==> config.mk <==
export PLATFORM = sky130hd
export DESIGN_NAME = aimc_top
export DESIGN_NICKNAME = d
export VERILOG_FILES = /design/src/verilog/aimc_top.v /design/src/verilog/aimc_mux_decode.v /design/src/verilog/aimc_result_fmt.v
export VERILOG_INCLUDE_DIRS = /design/src /design/src/verilog
export SDC_FILE = /design/constraint.sdc
export NUM_CORES = 1
export LEC_CHECK = 0
export BUFFER_PORTS_ARGS = -buffer_cell sky130_fd_sc_hd__buf_4
export CORE_MARGIN = 10
export CORE_UTILIZATION = 30
export CTS_CLUSTER_DIAMETER = 30
export CTS_CLUSTER_SIZE = 28
export DETAILED_ROUTE_END_ITERATION = 6
export HOLD_SLACK_MARGIN = 0.03
export PLACE_DENSITY_LB_ADDON = 0.25
export SETUP_SLACK_MARGIN = 0.5
export SLEW_MARGIN = 10
export SYNTH_ARGS = -nofsm -noshare
export SYNTH_HDL_FRONTEND = slang
export SYNTH_SLANG_ARGS = --single-unit
==> constraint.sdc <==
create_clock -name i_clk -period 1.65 [get_ports i_clk]
set_input_delay 0.0825 -clock i_clk [delete_from_list [all_inputs] [get_ports i_clk]]
set_output_delay 0.0825 -clock i_clk [all_outputs]
set_load 0.05 [all_outputs]
==> src/verilog/aimc_defines.vh <==
/*
 Constants for the analog input mux control block: register addresses,
 field positions, reset values and mux codes.
 Assumes inclusion by bare name from the design files.
*/
`ifndef AIMC_DEFINES_VH
`define AIMC_DEFINES_VH

// Register addresses on the core's special function register port
`define AIMC_ADDR_PAIR_CFG 8'hBA
`define AIMC_ADDR_CHAN_SEL 8'hBB
`define AIMC_ADDR_PORT_SEL 8'hBD
`define AIMC_ADDR_CONV_CFG 8'hBC
`define AIMC_ADDR_CONV_CTL 8'hE8

// Reset values
`define AIMC_RST_PAIR_CFG 8'h00
`define AIMC_RST_CHAN_SEL 8'h00
`define AIMC_RST_PORT_SEL 8'h00
`define AIMC_RST_CONV_CFG 8'hF8
`define AIMC_RST_CONV_CTL 8'h00

// Writable masks
`define AIMC_MASK_LOW4 8'h0F

// Pair configuration bit positions
`define AIMC_BIT_AIN01 0
`define AIMC_BIT_AIN23 1
`define AIMC_BIT_HVSGN 2
`define AIMC_BIT_PORT3 3

// Converter control enable bit position
`define AIMC_BIT_ENABLE 7

// Gain select field
`define AIMC_GAIN_LSB 0
`define AIMC_GAIN_W 3
`define AIMC_GAIN_X1 3'h0
`define AIMC_GAIN_X2 3'h1
`define AIMC_GAIN_X4 3'h2
`define AIMC_GAIN_X8 3'h3
`define AIMC_GAIN_X16 3'h4
`define AIMC_GAIN_XHALF 3'h6

// Channel select codes
`define AIMC_CH_AIN0 4'h0
`define AIMC_CH_AIN1 4'h1
`define AIMC_CH_AIN2 4'h2
`define AIMC_CH_AIN3 4'h3
`define AIMC_CH_HVAMP 4'h4
`define AIMC_CH_GND 4'h5
`define AIMC_CH_P3EVEN 4'h6
`define AIMC_CH_P3ODD 4'h7

// Mux source codes driven to the analog front end
`define AIMC_SRC_W 4
`define AIMC_SRC_AIN0 4'h0
`define AIMC_SRC_AIN1 4'h1
`define AIMC_SRC_AIN2 4'h2
`define AIMC_SRC_AIN3 4'h3
`define AIMC_SRC_HVAMP 4'h4
`define AIMC_SRC_GND 4'h5
`define AIMC_SRC_P3EVEN 4'h6
`define AIMC_SRC_P3ODD 4'h7
`define AIMC_SRC_HVREF 4'h8
`define AIMC_SRC_TEMP 4'h9
`define AIMC_SRC_NONE 4'hF

`endif

==> src/verilog/aimc_top.v <==
/*
 Analog input mux control: special function registers for pair
 configuration, channel select, port 3 pin select, converter control and
 configuration; drives mux, gain, power and result formatting.
 Assumes the core's register port: single-cycle writes and reads,
 address valid with the strobe, inputs synchronous to i_clk.
*/
// Summary of operation
// - Converter, track-and-hold and gain amp powered only while enable bit is 1.
// - Nine-channel mux feeding a 12-bit converter, up to 100 ksps.
// - Reset clears all pair configuration bits: every pair single-ended.
// - Pair mode may change any time; next conversions use it.
// - Three-bit gain field selects gains 0.5, 1, 2, 4, 8 or 16.
// - Gain setting resets to unity.
// - Any set of port 3 pins may be enabled, one bit each.
// - Enabled even pins join one input, odd pins another, wired-OR.
// - High-voltage amplifier output chosen by channel select like any channel.
// - Pair configuration upper four bits read zero, writes ignored.
// - Bit 3 set makes port 3 even positive, odd negative pair.
// - Bit 2 set gives two's complement high-voltage amplifier result.
// - Bit 1 set pairs input two positive, input three negative.
// - Bit 0 set pairs input zero positive, input one negative.
// - Differential channels give two's complement words, single-ended straight.
// - Four-bit channel select; top bit set selects temperature sensor.
// - Port 3 pin n connects to mux exactly when its select bit is 1.
`timescale 1ns/1ns
`include "aimc_defines.vh"

module aimc_top #(
  parameter RES_W = 12,
  parameter PORT_W = 8
) (
  // Clock and reset
  input wire i_clk,
  input wire i_sys_rst,
  // Register port from the core
  input wire [7:0] i_sfr_addr,
  input wire i_sfr_wr,
  input wire i_sfr_rd,
  input wire [7:0] i_sfr_wdata,
  output reg [7:0] o_sfr_rdata,
  // Conversion data from the analog converter
  input wire i_conv_done,
  input wire [RES_W-1:0] i_conv_raw,
  // Analog front end control
  output reg o_pwr_en,
  output reg [`AIMC_SRC_W-1:0] o_mux_pos,
  output reg [`AIMC_SRC_W-1:0] o_mux_neg,
  output reg o_diff_mode,
  output reg [`AIMC_GAIN_W-1:0] o_gain_sel,
  output reg [PORT_W-1:0] o_p3_connect,
  output reg o_p3_even_sel,
  output reg o_p3_odd_sel,
  // Formatted result
  output reg [RES_W-1:0] o_data_word,
  output reg o_data_valid
);

  ////////////////////////////////////////////////////////////////////////
  // Registers

  reg [3:0] pair_cfg_reg;
  reg [3:0] chan_sel_reg;
  reg [PORT_W-1:0] port_sel_reg;
  reg [7:0] conv_cfg_reg;
  reg [7:0] conv_ctl_reg;

  // Reset images; only the stored low nibble of each is kept
  localparam [7:0] PAIR_CFG_RST = `AIMC_RST_PAIR_CFG;
  localparam [7:0] CHAN_SEL_RST = `AIMC_RST_CHAN_SEL;

  // Returns 1 when any bit at the given parity is set
  function parity_any;
    input [PORT_W-1:0] bits;
    input odd;
    integer k;
    begin
      parity_any = 1'b0;
      for (k = 0; k < PORT_W; k = k + 1) begin
        if ((k % 2) == odd) begin
          parity_any = parity_any | bits[k];
        end
      end
    end
  endfunction

  always @(posedge i_clk) begin
    if (i_sys_rst) begin
      pair_cfg_reg <= PAIR_CFG_RST[3:0];
      chan_sel_reg <= CHAN_SEL_RST[3:0];
      port_sel_reg <= {PORT_W{1'b0}};
      conv_cfg_reg <= `AIMC_RST_CONV_CFG;
      conv_ctl_reg <= `AIMC_RST_CONV_CTL;
    end else if (i_sfr_wr) begin
      case (i_sfr_addr)
        `AIMC_ADDR_PAIR_CFG: begin
          // Only the low nibble is stored; takes effect on next conversion
          pair_cfg_reg <= i_sfr_wdata[3:0];
        end
        `AIMC_ADDR_CHAN_SEL: begin
          chan_sel_reg <= i_sfr_wdata[3:0];
        end
        `AIMC_ADDR_PORT_SEL: begin
          port_sel_reg <= i_sfr_wdata[PORT_W-1:0];
        end
        `AIMC_ADDR_CONV_CFG: begin
          conv_cfg_reg <= i_sfr_wdata;
        end
        `AIMC_ADDR_CONV_CTL: begin
          conv_ctl_reg <= i_sfr_wdata;
        end
        default: begin
        end
      endcase
    end
  end

  ////////////////////////////////////////////////////////////////////////
  // Read port

  reg [7:0] rdata_next;

  always @* begin
    rdata_next = 8'h00;
    case (i_sfr_addr)
      `AIMC_ADDR_PAIR_CFG: rdata_next = {4'h0, pair_cfg_reg};
      `AIMC_ADDR_CHAN_SEL: rdata_next = {4'h0, chan_sel_reg};
      `AIMC_ADDR_PORT_SEL: rdata_next = port_sel_reg;
      `AIMC_ADDR_CONV_CFG: rdata_next = conv_cfg_reg;
      `AIMC_ADDR_CONV_CTL: rdata_next = conv_ctl_reg;
      default: rdata_next = 8'h00;
    endcase
  end

  always @(posedge i_clk) begin
    if (i_sys_rst) begin
      o_sfr_rdata <= 8'h00;
    end else if (i_sfr_rd) begin
      o_sfr_rdata <= rdata_next;
    end
  end

  ////////////////////////////////////////////////////////////////////////
  // Mux decode and gain

  wire [3:0] pos_src;
  wire [3:0] neg_src;
  wire diff_now;
  reg [`AIMC_GAIN_W-1:0] gain_next;

  aimc_mux_decode aimc_mux_decode_i (
    .i_chan_sel(chan_sel_reg),
    .i_pair_cfg(pair_cfg_reg),
    .o_pos_src(pos_src),
    .o_neg_src(neg_src),
    .o_diff(diff_now)
  );

  // Undefined gain codes fall back to unity rather than an odd gain
  always @* begin
    case (conv_cfg_reg[`AIMC_GAIN_LSB +: `AIMC_GAIN_W])
      `AIMC_GAIN_X2: gain_next = `AIMC_GAIN_X2;
      `AIMC_GAIN_X4: gain_next = `AIMC_GAIN_X4;
      `AIMC_GAIN_X8: gain_next = `AIMC_GAIN_X8;
      `AIMC_GAIN_X16: gain_next = `AIMC_GAIN_X16;
      `AIMC_GAIN_XHALF: gain_next = `AIMC_GAIN_XHALF;
      default: gain_next = `AIMC_GAIN_X1;
    endcase
  end

  ////////////////////////////////////////////////////////////////////////
  // Front end outputs

  wire enabled;
  assign enabled = conv_ctl_reg[`AIMC_BIT_ENABLE];

  always @(posedge i_clk) begin
    if (i_sys_rst) begin
      o_pwr_en <= 1'b0;
      o_mux_pos <= `AIMC_SRC_NONE;
      o_mux_neg <= `AIMC_SRC_NONE;
      o_diff_mode <= 1'b0;
      o_gain_sel <= `AIMC_GAIN_X1;
      o_p3_connect <= {PORT_W{1'b0}};
      o_p3_even_sel <= 1'b0;
      o_p3_odd_sel <= 1'b0;
    end else begin
      // Shutdown parks the mux so no source loads the track-and-hold
      o_pwr_en <= enabled;
      o_mux_pos <= enabled ? pos_src : `AIMC_SRC_NONE;
      o_mux_neg <= enabled ? neg_src : `AIMC_SRC_NONE;
      o_diff_mode <= diff_now;
      o_gain_sel <= gain_next;
      o_p3_connect <= port_sel_reg;
      o_p3_even_sel <= parity_any(port_sel_reg, 1'b0);
      o_p3_odd_sel <= parity_any(port_sel_reg, 1'b1);
    end
  end

  ////////////////////////////////////////////////////////////////////////
  // Result formatting

  wire [RES_W-1:0] fmt_word;

  aimc_result_fmt #(
    .WIDTH(RES_W)
  ) aimc_result_fmt_i (
    .i_raw(i_conv_raw),
    .i_diff(o_diff_mode),
    .o_word(fmt_word)
  );

  always @(posedge i_clk) begin
    if (i_sys_rst) begin
      o_data_word <= {RES_W{1'b0}};
      o_data_valid <= 1'b0;
    end else begin
      o_data_valid <= i_conv_done & enabled;
      if (i_conv_done & enabled) begin
        o_data_word <= fmt_word;
      end
    end
  end

endmodule

==> src/verilog/aimc_mux_decode.v <==
/*
 Combinational decode of channel select and pair configuration into the
 positive and negative mux sources and the differential flag.
 Assumes registered inputs from the control block.
*/
`timescale 1ns/1ns
`include "aimc_defines.vh"

module aimc_mux_decode (
  // Configuration
  input wire [3:0] i_chan_sel,
  input wire [3:0] i_pair_cfg,
  // Decoded routing
  output reg [3:0] o_pos_src,
  output reg [3:0] o_neg_src,
  output reg o_diff
);

  always @* begin
    o_pos_src = `AIMC_SRC_TEMP;
    o_neg_src = `AIMC_SRC_GND;
    o_diff = 1'b0;
    if (i_chan_sel[3]) begin
      o_pos_src = `AIMC_SRC_TEMP;
    end else begin
      case (i_chan_sel)
        `AIMC_CH_AIN0, `AIMC_CH_AIN1: begin
          if (i_pair_cfg[`AIMC_BIT_AIN01]) begin
            o_pos_src = `AIMC_SRC_AIN0;
            o_neg_src = `AIMC_SRC_AIN1;
            o_diff = 1'b1;
          end else begin
            o_pos_src = i_chan_sel;
          end
        end
        `AIMC_CH_AIN2, `AIMC_CH_AIN3: begin
          if (i_pair_cfg[`AIMC_BIT_AIN23]) begin
            o_pos_src = `AIMC_SRC_AIN2;
            o_neg_src = `AIMC_SRC_AIN3;
            o_diff = 1'b1;
          end else begin
            o_pos_src = i_chan_sel;
          end
        end
        `AIMC_CH_HVAMP, `AIMC_CH_GND: begin
          if (i_pair_cfg[`AIMC_BIT_HVSGN]) begin
            o_pos_src = `AIMC_SRC_HVAMP;
            o_neg_src = `AIMC_SRC_HVREF;
            o_diff = 1'b1;
          end else begin
            o_pos_src = i_chan_sel;
          end
        end
        default: begin
          if (i_pair_cfg[`AIMC_BIT_PORT3]) begin
            o_pos_src = `AIMC_SRC_P3EVEN;
            o_neg_src = `AIMC_SRC_P3ODD;
            o_diff = 1'b1;
          end else begin
            o_pos_src = i_chan_sel;
          end
        end
      endcase
    end
  end

endmodule

==> src/verilog/aimc_result_fmt.v <==
/*
 Result formatter: turns a raw converter code into the data word,
 straight for single-ended and two's complement for differential.
 Assumes the raw code is offset binary with midscale at zero difference.
*/
`timescale 1ns/1ns

module aimc_result_fmt #(
  parameter WIDTH = 12
) (
  // Raw code and mode
  input wire [WIDTH-1:0] i_raw,
  input wire i_diff,
  // Formatted word
  output wire [WIDTH-1:0] o_word
);

  // Flipping the top bit maps offset binary onto two's complement
  assign o_word = i_diff ? {~i_raw[WIDTH-1], i_raw[WIDTH-2:0]} : i_raw;

endmodule

==> results of run 1 <==
==> cell type report <==
| cell class | instances | area (µm²) | area share |
|---|---|---|---|
| multi-input cells | 214 | 1320 | 0.324 |
| clock inverters | 6 | 72.6 | 0.0179 |
| flip-flops and latches | 76 | 1530 | 0.376 |
| clock buffers | 10 | 138 | 0.0339 |
| inverters | 2 | 7.51 | 0.00185 |
| well taps | 129 | 161 | 0.0398 |
| repair buffers | 104 | 837 | 0.206 |
==> through the flow <==
stage                     setup slack [ps]  instance area [µm²]  std cells
final                                  324                 4060        541
after detailed placement               294                 3600        504
after global routing                   287                 4060        541
after CTS                              319                 4030        541
after global placement                 333                 3600        504
after floorplan                        271                 2920        311
==> routing by layer <==
| layer | track usage | vias up | share of wire | wire, µm |
|---|---|---|---|---|
| met5 | 0 | - | 0 | 0 |
| met4 | 0.0435 | 0 | 0.0080 | 64 |
| met3 | 0.0495 | 6 | 0.090 | 720 |
| met2 | 0.167 | 68 | 0.44 | 3520 |
| met1 | 0.144 | 1117 | 0.46 | 3730 |
| li1 | - | 1265 | - | - |
==> cells by family after synthesis <==
group                  count (synthesis)  synth area share
AND/OR/NAND/NOR                      128             0.219
flip-flops                            76             0.521
AO/OA/AOI/OAI                         53             0.110
multiplexers                          32             0.110
buffers and inverters                 21            0.0381
XOR/XNOR                               1           0.00300
==> power breakdown <==
part	switching [µW]	leakage (µW)	total (µW)	internal [µW]
logic	126	0.00100	244	119
registers	3.00	0.000615	1840	1840
clock network	712	0.000103	1470	753
==> timing repair <==
| item | 4_1_cts | 5_1_grt |
|---|---|---|
| gates resized for setup | 4 | 10 |
| endpoints found under the hold margin | 35 | 0 |
| setup endpoints to repair | 14 | 14 |
| hold buffers | 21 | 0 |
| pin swaps | 0 | 5 |
==> worst min-delay path by stage <==
| stage | end | from |
|---|---|---|
| after global placement | o_data_valid$_SDFF_PP0_ | i_conv_done |
| after floorplan | o_data_valid$_SDFF_PP0_ | i_conv_done |
| after global routing | chan_sel_reg[2]$_SDFFE_PP0P_ | i_sys_rst |
| after detailed placement | o_data_valid$_SDFF_PP0_ | i_conv_done |
| final | conv_ctl_reg[3]$_SDFFE_PP0P_ | i_sfr_wdata[3] |
| after CTS | conv_ctl_reg[3]$_SDFFE_PP0P_ | i_sfr_wdata[3] |
==> critical path, cell delays in order, from the launching register on <==
cell and delay (ps):
dfxtp_2 330, or4b_4 530, or3b_1 360
==> placed cells by master, fill, tap and decap left out, drive strengths merged, types with 5 or more instances in the layout <==
| cell | count |
|---|---|
| a21oi | 27 |
| buf | 83 |
| clkbuf | 10 |
| dfxtp | 76 |
| dlygate4sd3 | 21 |
| mux2i | 32 |
| nand2 | 43 |
| nand3 | 9 |
| nor2 | 31 |
| nor2b | 11 |
| nor3 | 5 |
| nor3b | 5 |
| o21ai | 6 |
==> reports/qor.csv, run 1 <==
metric,value,unit
root buffer cell,clkbuf_8,
Detail Placement HPWL,5800,µm
Final period util,0.804,
most instantiated cells after synthesis,"dfxtp_1, nand2_1, mux2i_1, nor2_1, a21oi_1",
Worst Path Max Fanout,2,
final hold vios,0,
# diodes,0,
CP endpoint,o_mux_neg[0]$_SDFF_PP1_,
final critical-path required period,1330,ps
Num CTS Buffers,9,
top cell type's share of synthesized area,0.521,
Avg WL per Cell,14.9,µm
worst skew pair latency,340,ps
CP Capture Type,flip-flop,
leak pwr,0.00172,µW
Die Wd,119,µm
clock buffer depth,2,
reg2reg end,o_mux_neg[0]$_SDFF_PP1_,
Initial DRC Count,118,
first-pass GRT wire length,13200,µm
"flops & latches, synth",76,
VDD IR max,450,µV
number of enable flip-flop cells after synthesis,0,
Slew Limit Fails,0,
post-synthesis cell count,311,
vias in the first global route,2556,
Avg Vias per Cell,4.54,
Max Cap Viol,0,
crit start category,flip-flop,
area of the core,9370,µm²
Syn Area/Cell,9.39,µm²
Total Neg Setup Slack,0,ps
Crit Path Class,reg -> reg,
initial antenna violation count,0,
GR Overflow Total,0,
Synth area leader,dfxtp_1,
routability cong.,0.812,
# fillers,956,
WP data required,1880,ps
ys async rst share,0,
H-tree depth,3,
Reg with most FFs,o_data_word,
Syn. warnings,0,
Register-to-Register Path Depth,2,
gr usage total,0.114,
Max Clk Rate,0.754,GHz
PD cells,875,nW/µm²
Finish-stage setup viols,0,
ranking of synthesized cells by area,"dfxtp_1, mux2i_1, nand2_1",
"Arr. time, crit path",1560,ps
Final ANT Viol Nets,0,
Sink Count,76,
vias post-DR,2456,
setup bufs post-CTS,0,
CTS tree,built,
fin nets,440,
layout cell share with drive strength beyond 1,0.284,
unrepaired setup endpoints after global routing,yes,
DIE HEIGHT,119,µm
"Clk pin slew, worst setup/hold paths",80,ps
hold crit path type,in -> reg,
sequential share of the synthesized area,0.521,
Initial Util,0.312,
Mapped Area,2920,µm²
Worst-Margin Slew,374,ps
Port-buffer cells,76,
"Area growth, synth to finish",38.9,%
largest net degree at the start of global routing,33,
most frequent cell after synthesis,dfxtp_1,
Layout Skew,7.59,ps
max reg flops,12,
post-layout util,0.433,
critical path startpoint,chan_sel_reg[3]$_SDFFE_PP0P_,
Rel. slew slack,0.750,
WL final,8030,µm
outcome,"finished, final reports clean",
I/O Pins,77,
residual DRC count,0,
syn_nets,344,
Synth cell types,39,
FF-to-FF setup slack,320,ps
Initial DRT Pass Iterations,4,
DIE AREA,14100,µm²
# rows,35,
worst r2r src,chan_sel_reg[3]$_SDFFE_PP0P_,
total power,3550,µW
hold_ws,50.6,ps
Post-synth top flop,dfxtp_1,
worst hold path cell count,3,
No activity file was read; power rests on OpenSTA's default activity.
==> run 2, diff against run 1 <==
- clock period: 1.65 -> 1.23 ns (I/O delays scaled with it)
==> reports/qor.csv, run 2 (synthesis results as in run 1) <==
metric,value,unit,change
outcome,"complete, but fails checks",,
failing checks,setup timing,,
vias post-DR,2682,,+9.2%
Num CTS Buffers,9,,unchanged
critical path startpoint,chan_sel_reg[2]$_SDFFE_PP0P_,,
Die Wd,119,µm,unchanged
GR Overflow Total,0,,unchanged
# rows,35,,unchanged
DIE AREA,14100,µm²,unchanged
Layout Skew,9.61,ps,+2.02 ps
CP Capture Type,flip-flop,,
Initial Util,0.312,,unchanged
CTS Hold Bufs,22,,+4.8%
fin nets,482,,+9.5%
Register-to-Register Path Depth,3,,+1
routability cong.,0.785,,-3.4%
max reg flops,12,,unchanged
WP data required,1460,ps,-420 ps
PD cells,895,nW/µm²,+2.2%
Final ANT Viol Nets,0,,unchanged
layout cell share with drive strength beyond 1,0.619,,+0.335
Max Clk Rate,0.751,GHz,-0.36%
vias in the first global route,2773,,+8.5%
# diodes,0,,unchanged
I/O Pins,77,,unchanged
"CP delay by family, top",simple AND/OR/NAND/NOR gates,,
gr usage total,0.125,,+0.0113
critical path cell sequence,inv_2 > or4b_4 > or3b_1,,
FF-to-FF setup slack,-100,ps,-420 ps
final critical-path required period,1330,ps,+4.78 ps
CP Buf/Inv Count,1,,+1
Sink Count,76,,unchanged
root buffer cell,clkbuf_8,,
final hold vios,0,,unchanged
Initial DRT Pass Iterations,4,,unchanged
Reg with most FFs,o_data_word,,
"commonest non-fill, non-tap cell in the layout",buf_4,,
"Arr. time, crit path",1560,ps,about the same
Crit Path Class,reg -> reg,,
Worst path max stage delay,470,ps,-60 ps
hold crit path type,in -> reg,,
number of stages on the worst setup path,3,,+1
Port-buffer cells,76,,unchanged
leak pwr,0.00212,µW,+23%
Detail Placement HPWL,6040,µm,+4.1%
H-tree depth,3,,unchanged
WL final,8960,µm,+12%
Rel. slew slack,0.736,,-0.0144
largest net degree at the start of global routing,32,,-3.0%
Max Cap Viol,0,,unchanged
"Area growth, synth to finish",80.9,%,
unrepaired setup endpoints after global routing,yes,,
HP Start,i_conv_raw[11],,
Crit-path slowest cell,or4b_4,,
most frequent cells in the layout,"buf_4, dfxtp_2, buf_8",,
fin worst setup slack,-101,ps,-425 ps
post-layout util,0.564,,+0.131
crit start category,flip-flop,,
first-pass GRT wire length,14400,µm,+8.9%
Finish-stage setup viols,1,,+1
DIE HEIGHT,119,µm,unchanged
Worst Path Max Fanout,2,,unchanged
"Clk pin slew, worst setup/hold paths",80,ps,about the same
VDD IR max,625,µV,+39%
clock buffer depth,2,,unchanged
Slew Limit Fails,0,,unchanged
CP endpoint,o_mux_neg[0]$_SDFF_PP1_,,
worst r2r src,chan_sel_reg[2]$_SDFFE_PP0P_,,
area of the core,9370,µm²,unchanged
Worst-Margin Slew,396,ps,+22.4 ps
Avg Vias per Cell,4.60,,+1.3%
Final period util,1.08,,+0.278
Initial DRC Count,66,,-44%
worst skew pair latency,340,ps,about the same
Avg WL per Cell,15.4,µm,+3.5%
dpl cells,521,,+3.4%
residual DRC count,0,,unchanged
CTS tree,built,,
total power,4730,µW,+33%
reg2reg end,o_mux_neg[0]$_SDFF_PP1_,,
Post-Layout Cell Count,583,,+7.8%
initial antenna violation count,0,,unchanged
# fillers,821,,-14%
==> run 2: cell count changes in the layout (fill, tap and decap cells not counted), sizes merged <==
cell         change
and2             +1
buf             +39
clkinv           +1
dlygate4sd3      +1
inv              -1
nand2            +1
==> run 2: report_power, final <==
| group | internal [µW] | switching [µW] | total [µW] |
|---|---|---|---|
| Sequential | 2440 | 8.05 | 2450 |
| Clock | 938 | 925 | 1860 |
| Combinational | 210 | 207 | 417 |
==> run 2: worst min-delay path, cell delays in order <==
cell	delay, ps
buf_4	80
xnor2_1	130
a211oi_2	70
==> run 2: layout make-up <==
| class | count | area (µm²) | area share |
|---|---|---|---|
| Inverter | 2 | 7.51 | 0.00142 |
| Clock inverter | 6 | 65.1 | 0.0123 |
| Sequential cell | 76 | 1630 | 0.309 |
| Tap cell | 129 | 161 | 0.0305 |
| Timing Repair Buffer | 144 | 1600 | 0.303 |
| Clock buffer | 10 | 128 | 0.0242 |
| Multi-Input combinational cell | 216 | 1690 | 0.320 |
==> run 2: worst min path at each step <==
| stage | slack [ps] | cells past startpoint | end |
|---|---|---|---|
| floorplan | 180 | 1 | o_data_valid$_SDFF_PP0_ |
| global placement | 300 | 2 | o_data_valid$_SDFF_PP0_ |
| detailed placement | 300 | 2 | o_data_valid$_SDFF_PP0_ |
| CTS | 10 | 3 | o_data_word[11]$_SDFFE_PP0P_ |
| global route | 20 | 3 | o_data_word[11]$_SDFFE_PP0P_ |
| finish | 20 | 3 | o_data_word[11]$_SDFFE_PP0P_ |
==> run 2: timing repair <==
item	CTS	global route
setup endpoints to repair	108	102
endpoints found under the hold margin	47	1
cloned	1	1
buffers inserted	14	8
resized for setup	169	73
pin swaps	26	36
==> run 2: layer usage <==
metal / vias up / routed length, µm / global-route usage
met5: - / 0 / 0
met4: 0 / 73 / 0.0275
met3: 8 / 358 / 0.0419
met2: 36 / 4790 / 0.224
met1: 1279 / 3740 / 0.140
li1: 1359 / - / -
==> run 2: metrics by stage <==
step,setup TNS (ps),hold slack (ps),setup WS (ps),area [µm²]
finish,-101,21.5,-101,5280
global route,-144,22.1,-139,5280
CTS,-96.0,13.3,-96.0,4940
detailed placement,-130,297,-88.3,3880
global placement,-63.6,299,-63.6,3880
floorplan,-141,183,-141,3110
==> run 3, diff against run 2 <==
--- a/config.mk
+++ b/config.mk
@@ -15,5 +15,4 @@
 export HOLD_SLACK_MARGIN = 0.03
 export PLACE_DENSITY_LB_ADDON = 0.25
-export SETUP_SLACK_MARGIN = 0.5
 export SLEW_MARGIN = 10
 export SYNTH_ARGS = -nofsm -noshare
==> constraint.sdc (replaced) <==
create_clock -name i_clk -period 1.23 [get_ports i_clk]
set_input_delay 0.123 -clock i_clk [delete_from_list [all_inputs] [get_ports i_clk]]
set_output_delay 0.123 -clock i_clk [all_outputs]
set_load 0.05 [all_outputs]
==> reports/qor.csv, run 3 (synthesis results as in run 1) <==
metric,value,unit,change
outcome,"complete, but fails checks",,
failing checks,setup timing,,
Port-buffer cells,76,,unchanged
VDD IR max,772,µV,+24%
worst skew pair latency,340,ps,about the same
Avg WL per Cell,14.8,µm,-3.5%
first-pass GRT wire length,13000,µm,-9.2%
Max Cap Viol,0,,unchanged
final instance area,4110,µm²,-22%
# fillers,945,,+15%
final hold vios,0,,unchanged
vias in the first global route,2531,,-8.7%
"Arr. time, crit path",1540,ps,-20 ps
leak pwr,0.00177,µW,-16%
CP Capture Type,flip-flop,,
Crit Path Class,reg -> reg,,
Num CTS Buffers,9,,unchanged
Sink Count,76,,unchanged
Worst Path Max Fanout,2,,unchanged
Reg with most FFs,o_data_word,,
"Clk pin slew, worst setup/hold paths",80,ps,about the same
Worst-Margin Slew,367,ps,-28.9 ps
Detail Placement HPWL,5990,µm,-0.86%
WL final,8120,µm,-9.4%
Area after DPL,3730,µm²,-3.9%
GR Overflow Total,0,,unchanged
fin worst setup slack,-81.3,ps,+19.4 ps
"Area growth, synth to finish",40.7,%,
Die Wd,119,µm,unchanged
DP Worst Slack,-128,ps,-39.5 ps
max reg flops,12,,unchanged
Finish-stage setup viols,1,,unchanged
vias post-DR,2470,,-7.9%
Avg Vias per Cell,4.52,,-1.8%
Post-Layout Cell Count,547,,-6.2%
dpl cells,518,,-0.58%
area of the core,9370,µm²,unchanged
"commonest non-fill, non-tap cell in the layout",buf_4,,
Slew Limit Fails,0,,unchanged
PD cells,1200,nW/µm²,+34%
Layout Skew,10.2,ps,+0.599 ps
Final ANT Viol Nets,0,,unchanged
hold crit path type,in -> reg,,
WP data required,1450,ps,about the same
# rows,35,,unchanged
Initial DRT Pass Iterations,4,,unchanged
Initial DRC Count,111,,+68%
layout cell share with drive strength beyond 1,0.297,,-0.322
fin nets,447,,-7.3%
most frequent cells in the layout,"buf_4, dfxtp_1, nand2_1",,
gr usage total,0.114,,-0.0116
DIE AREA,14100,µm²,unchanged
final critical-path required period,1310,ps,-19.4 ps
Final period util,1.07,,-0.0157
initial antenna violation count,0,,unchanged
Max Clk Rate,0.763,GHz,+1.5%
post-layout util,0.438,,-0.126
unrepaired setup endpoints after global routing,yes,,
largest net degree at the start of global routing,35,,+9.4%
clock buffer depth,2,,unchanged
DIE HEIGHT,119,µm,unchanged
Initial Util,0.312,,unchanged
CTS tree,built,,
Rel. slew slack,0.755,,+0.0187
# diodes,0,,unchanged
residual DRC count,0,,unchanged
I/O Pins,77,,unchanged
root buffer cell,clkbuf_8,,
routability cong.,0.819,,+4.4%
H-tree depth,3,,unchanged
crit start category,flip-flop,,
[run 3: cell types whose count changed in the layout (fill, tap and decap cells not counted), moves of 13 or more]
cell / change
a21oi_1: +14
a21oi_2: -14
buf_8: -44
dfxtp_1: +60
dfxtp_4: -13
nand2_1: +25
buf_6: -26
dfxtp_2: -47
nand2_2: -19
buf_4: +47
[run 3: path summary, 6_finish.rpt]
check	end	startpoint	slack, ps	cells after the start
setup / recovery	o_mux_neg[0]$_SDFF_PP1_	chan_sel_reg[2]$_SDFFE_PP0P_	-80	3
hold / removal	port_sel_reg[5]$_SDFFE_PP0P_	i_sfr_wdata[5]	50	3
setup reg to reg	o_mux_neg[0]$_SDFF_PP1_	chan_sel_reg[2]$_SDFFE_PP0P_	-80	3
hold reg to reg	o_data_word[5]$_SDFFE_PP0P_	o_data_word[5]$_SDFFE_PP0P_	460	2
[run 3: metal layers]
metal / global-route usage / wire length, µm
met5: 0 / 0
met4: 0.0313 / 72
met3: 0.0609 / 785
met2: 0.166 / 3520
met1: 0.142 / 3740
[run 3: final cells by class]
cell class / instances / area [µm²] / area share
Clock buffer: 11 / 151 / 0.0369
Tap cell: 129 / 161 / 0.0393
Multi-Input combinational cell: 214 / 1300 / 0.317
Clock inverter: 4 / 72.6 / 0.0177
Sequential cell: 76 / 1520 / 0.371
Inverter: 2 / 7.51 / 0.00183
Timing Repair Buffer: 111 / 891 / 0.217
[run 3: where the power goes]
group          total (µW)  switching [µW]  leakage [µW]  internal (µW)
registers            2470            4.39      0.000614           2470
logic                 315             165       0.00105            151
clock network        2130             891      0.000111           1240
[run 3: critical path, cell delays in order, from the launching register on]
cell and delay, ps:
dfxtp_2 340, inv_2 40, or4b_4 470, or3b_1 350
[run 3: per-stage QoR]
stage | TNS, ps | power (µW) | hold WS, ps
floorplan | -184 | 2660 | 245
global placement | -623 | 2810 | 363
detailed placement | -716 | 2810 | 359
CTS | -92.3 | 4970 | 39.0
global route | -162 | 5110 | 39.8
finish | -81.3 | 4920 | 45.2
[run 3: repair_timing]
item | 4_1_cts | 5_1_grt
gates resized for setup | 1 | 3
setup endpoints to repair | 1 | 3
endpoints found under the hold margin | 13 | 0
hold buffers | 13 | 0
pin swaps | 0 | 1
gates cloned | 0 | 0
setup buffers | 0 | 1
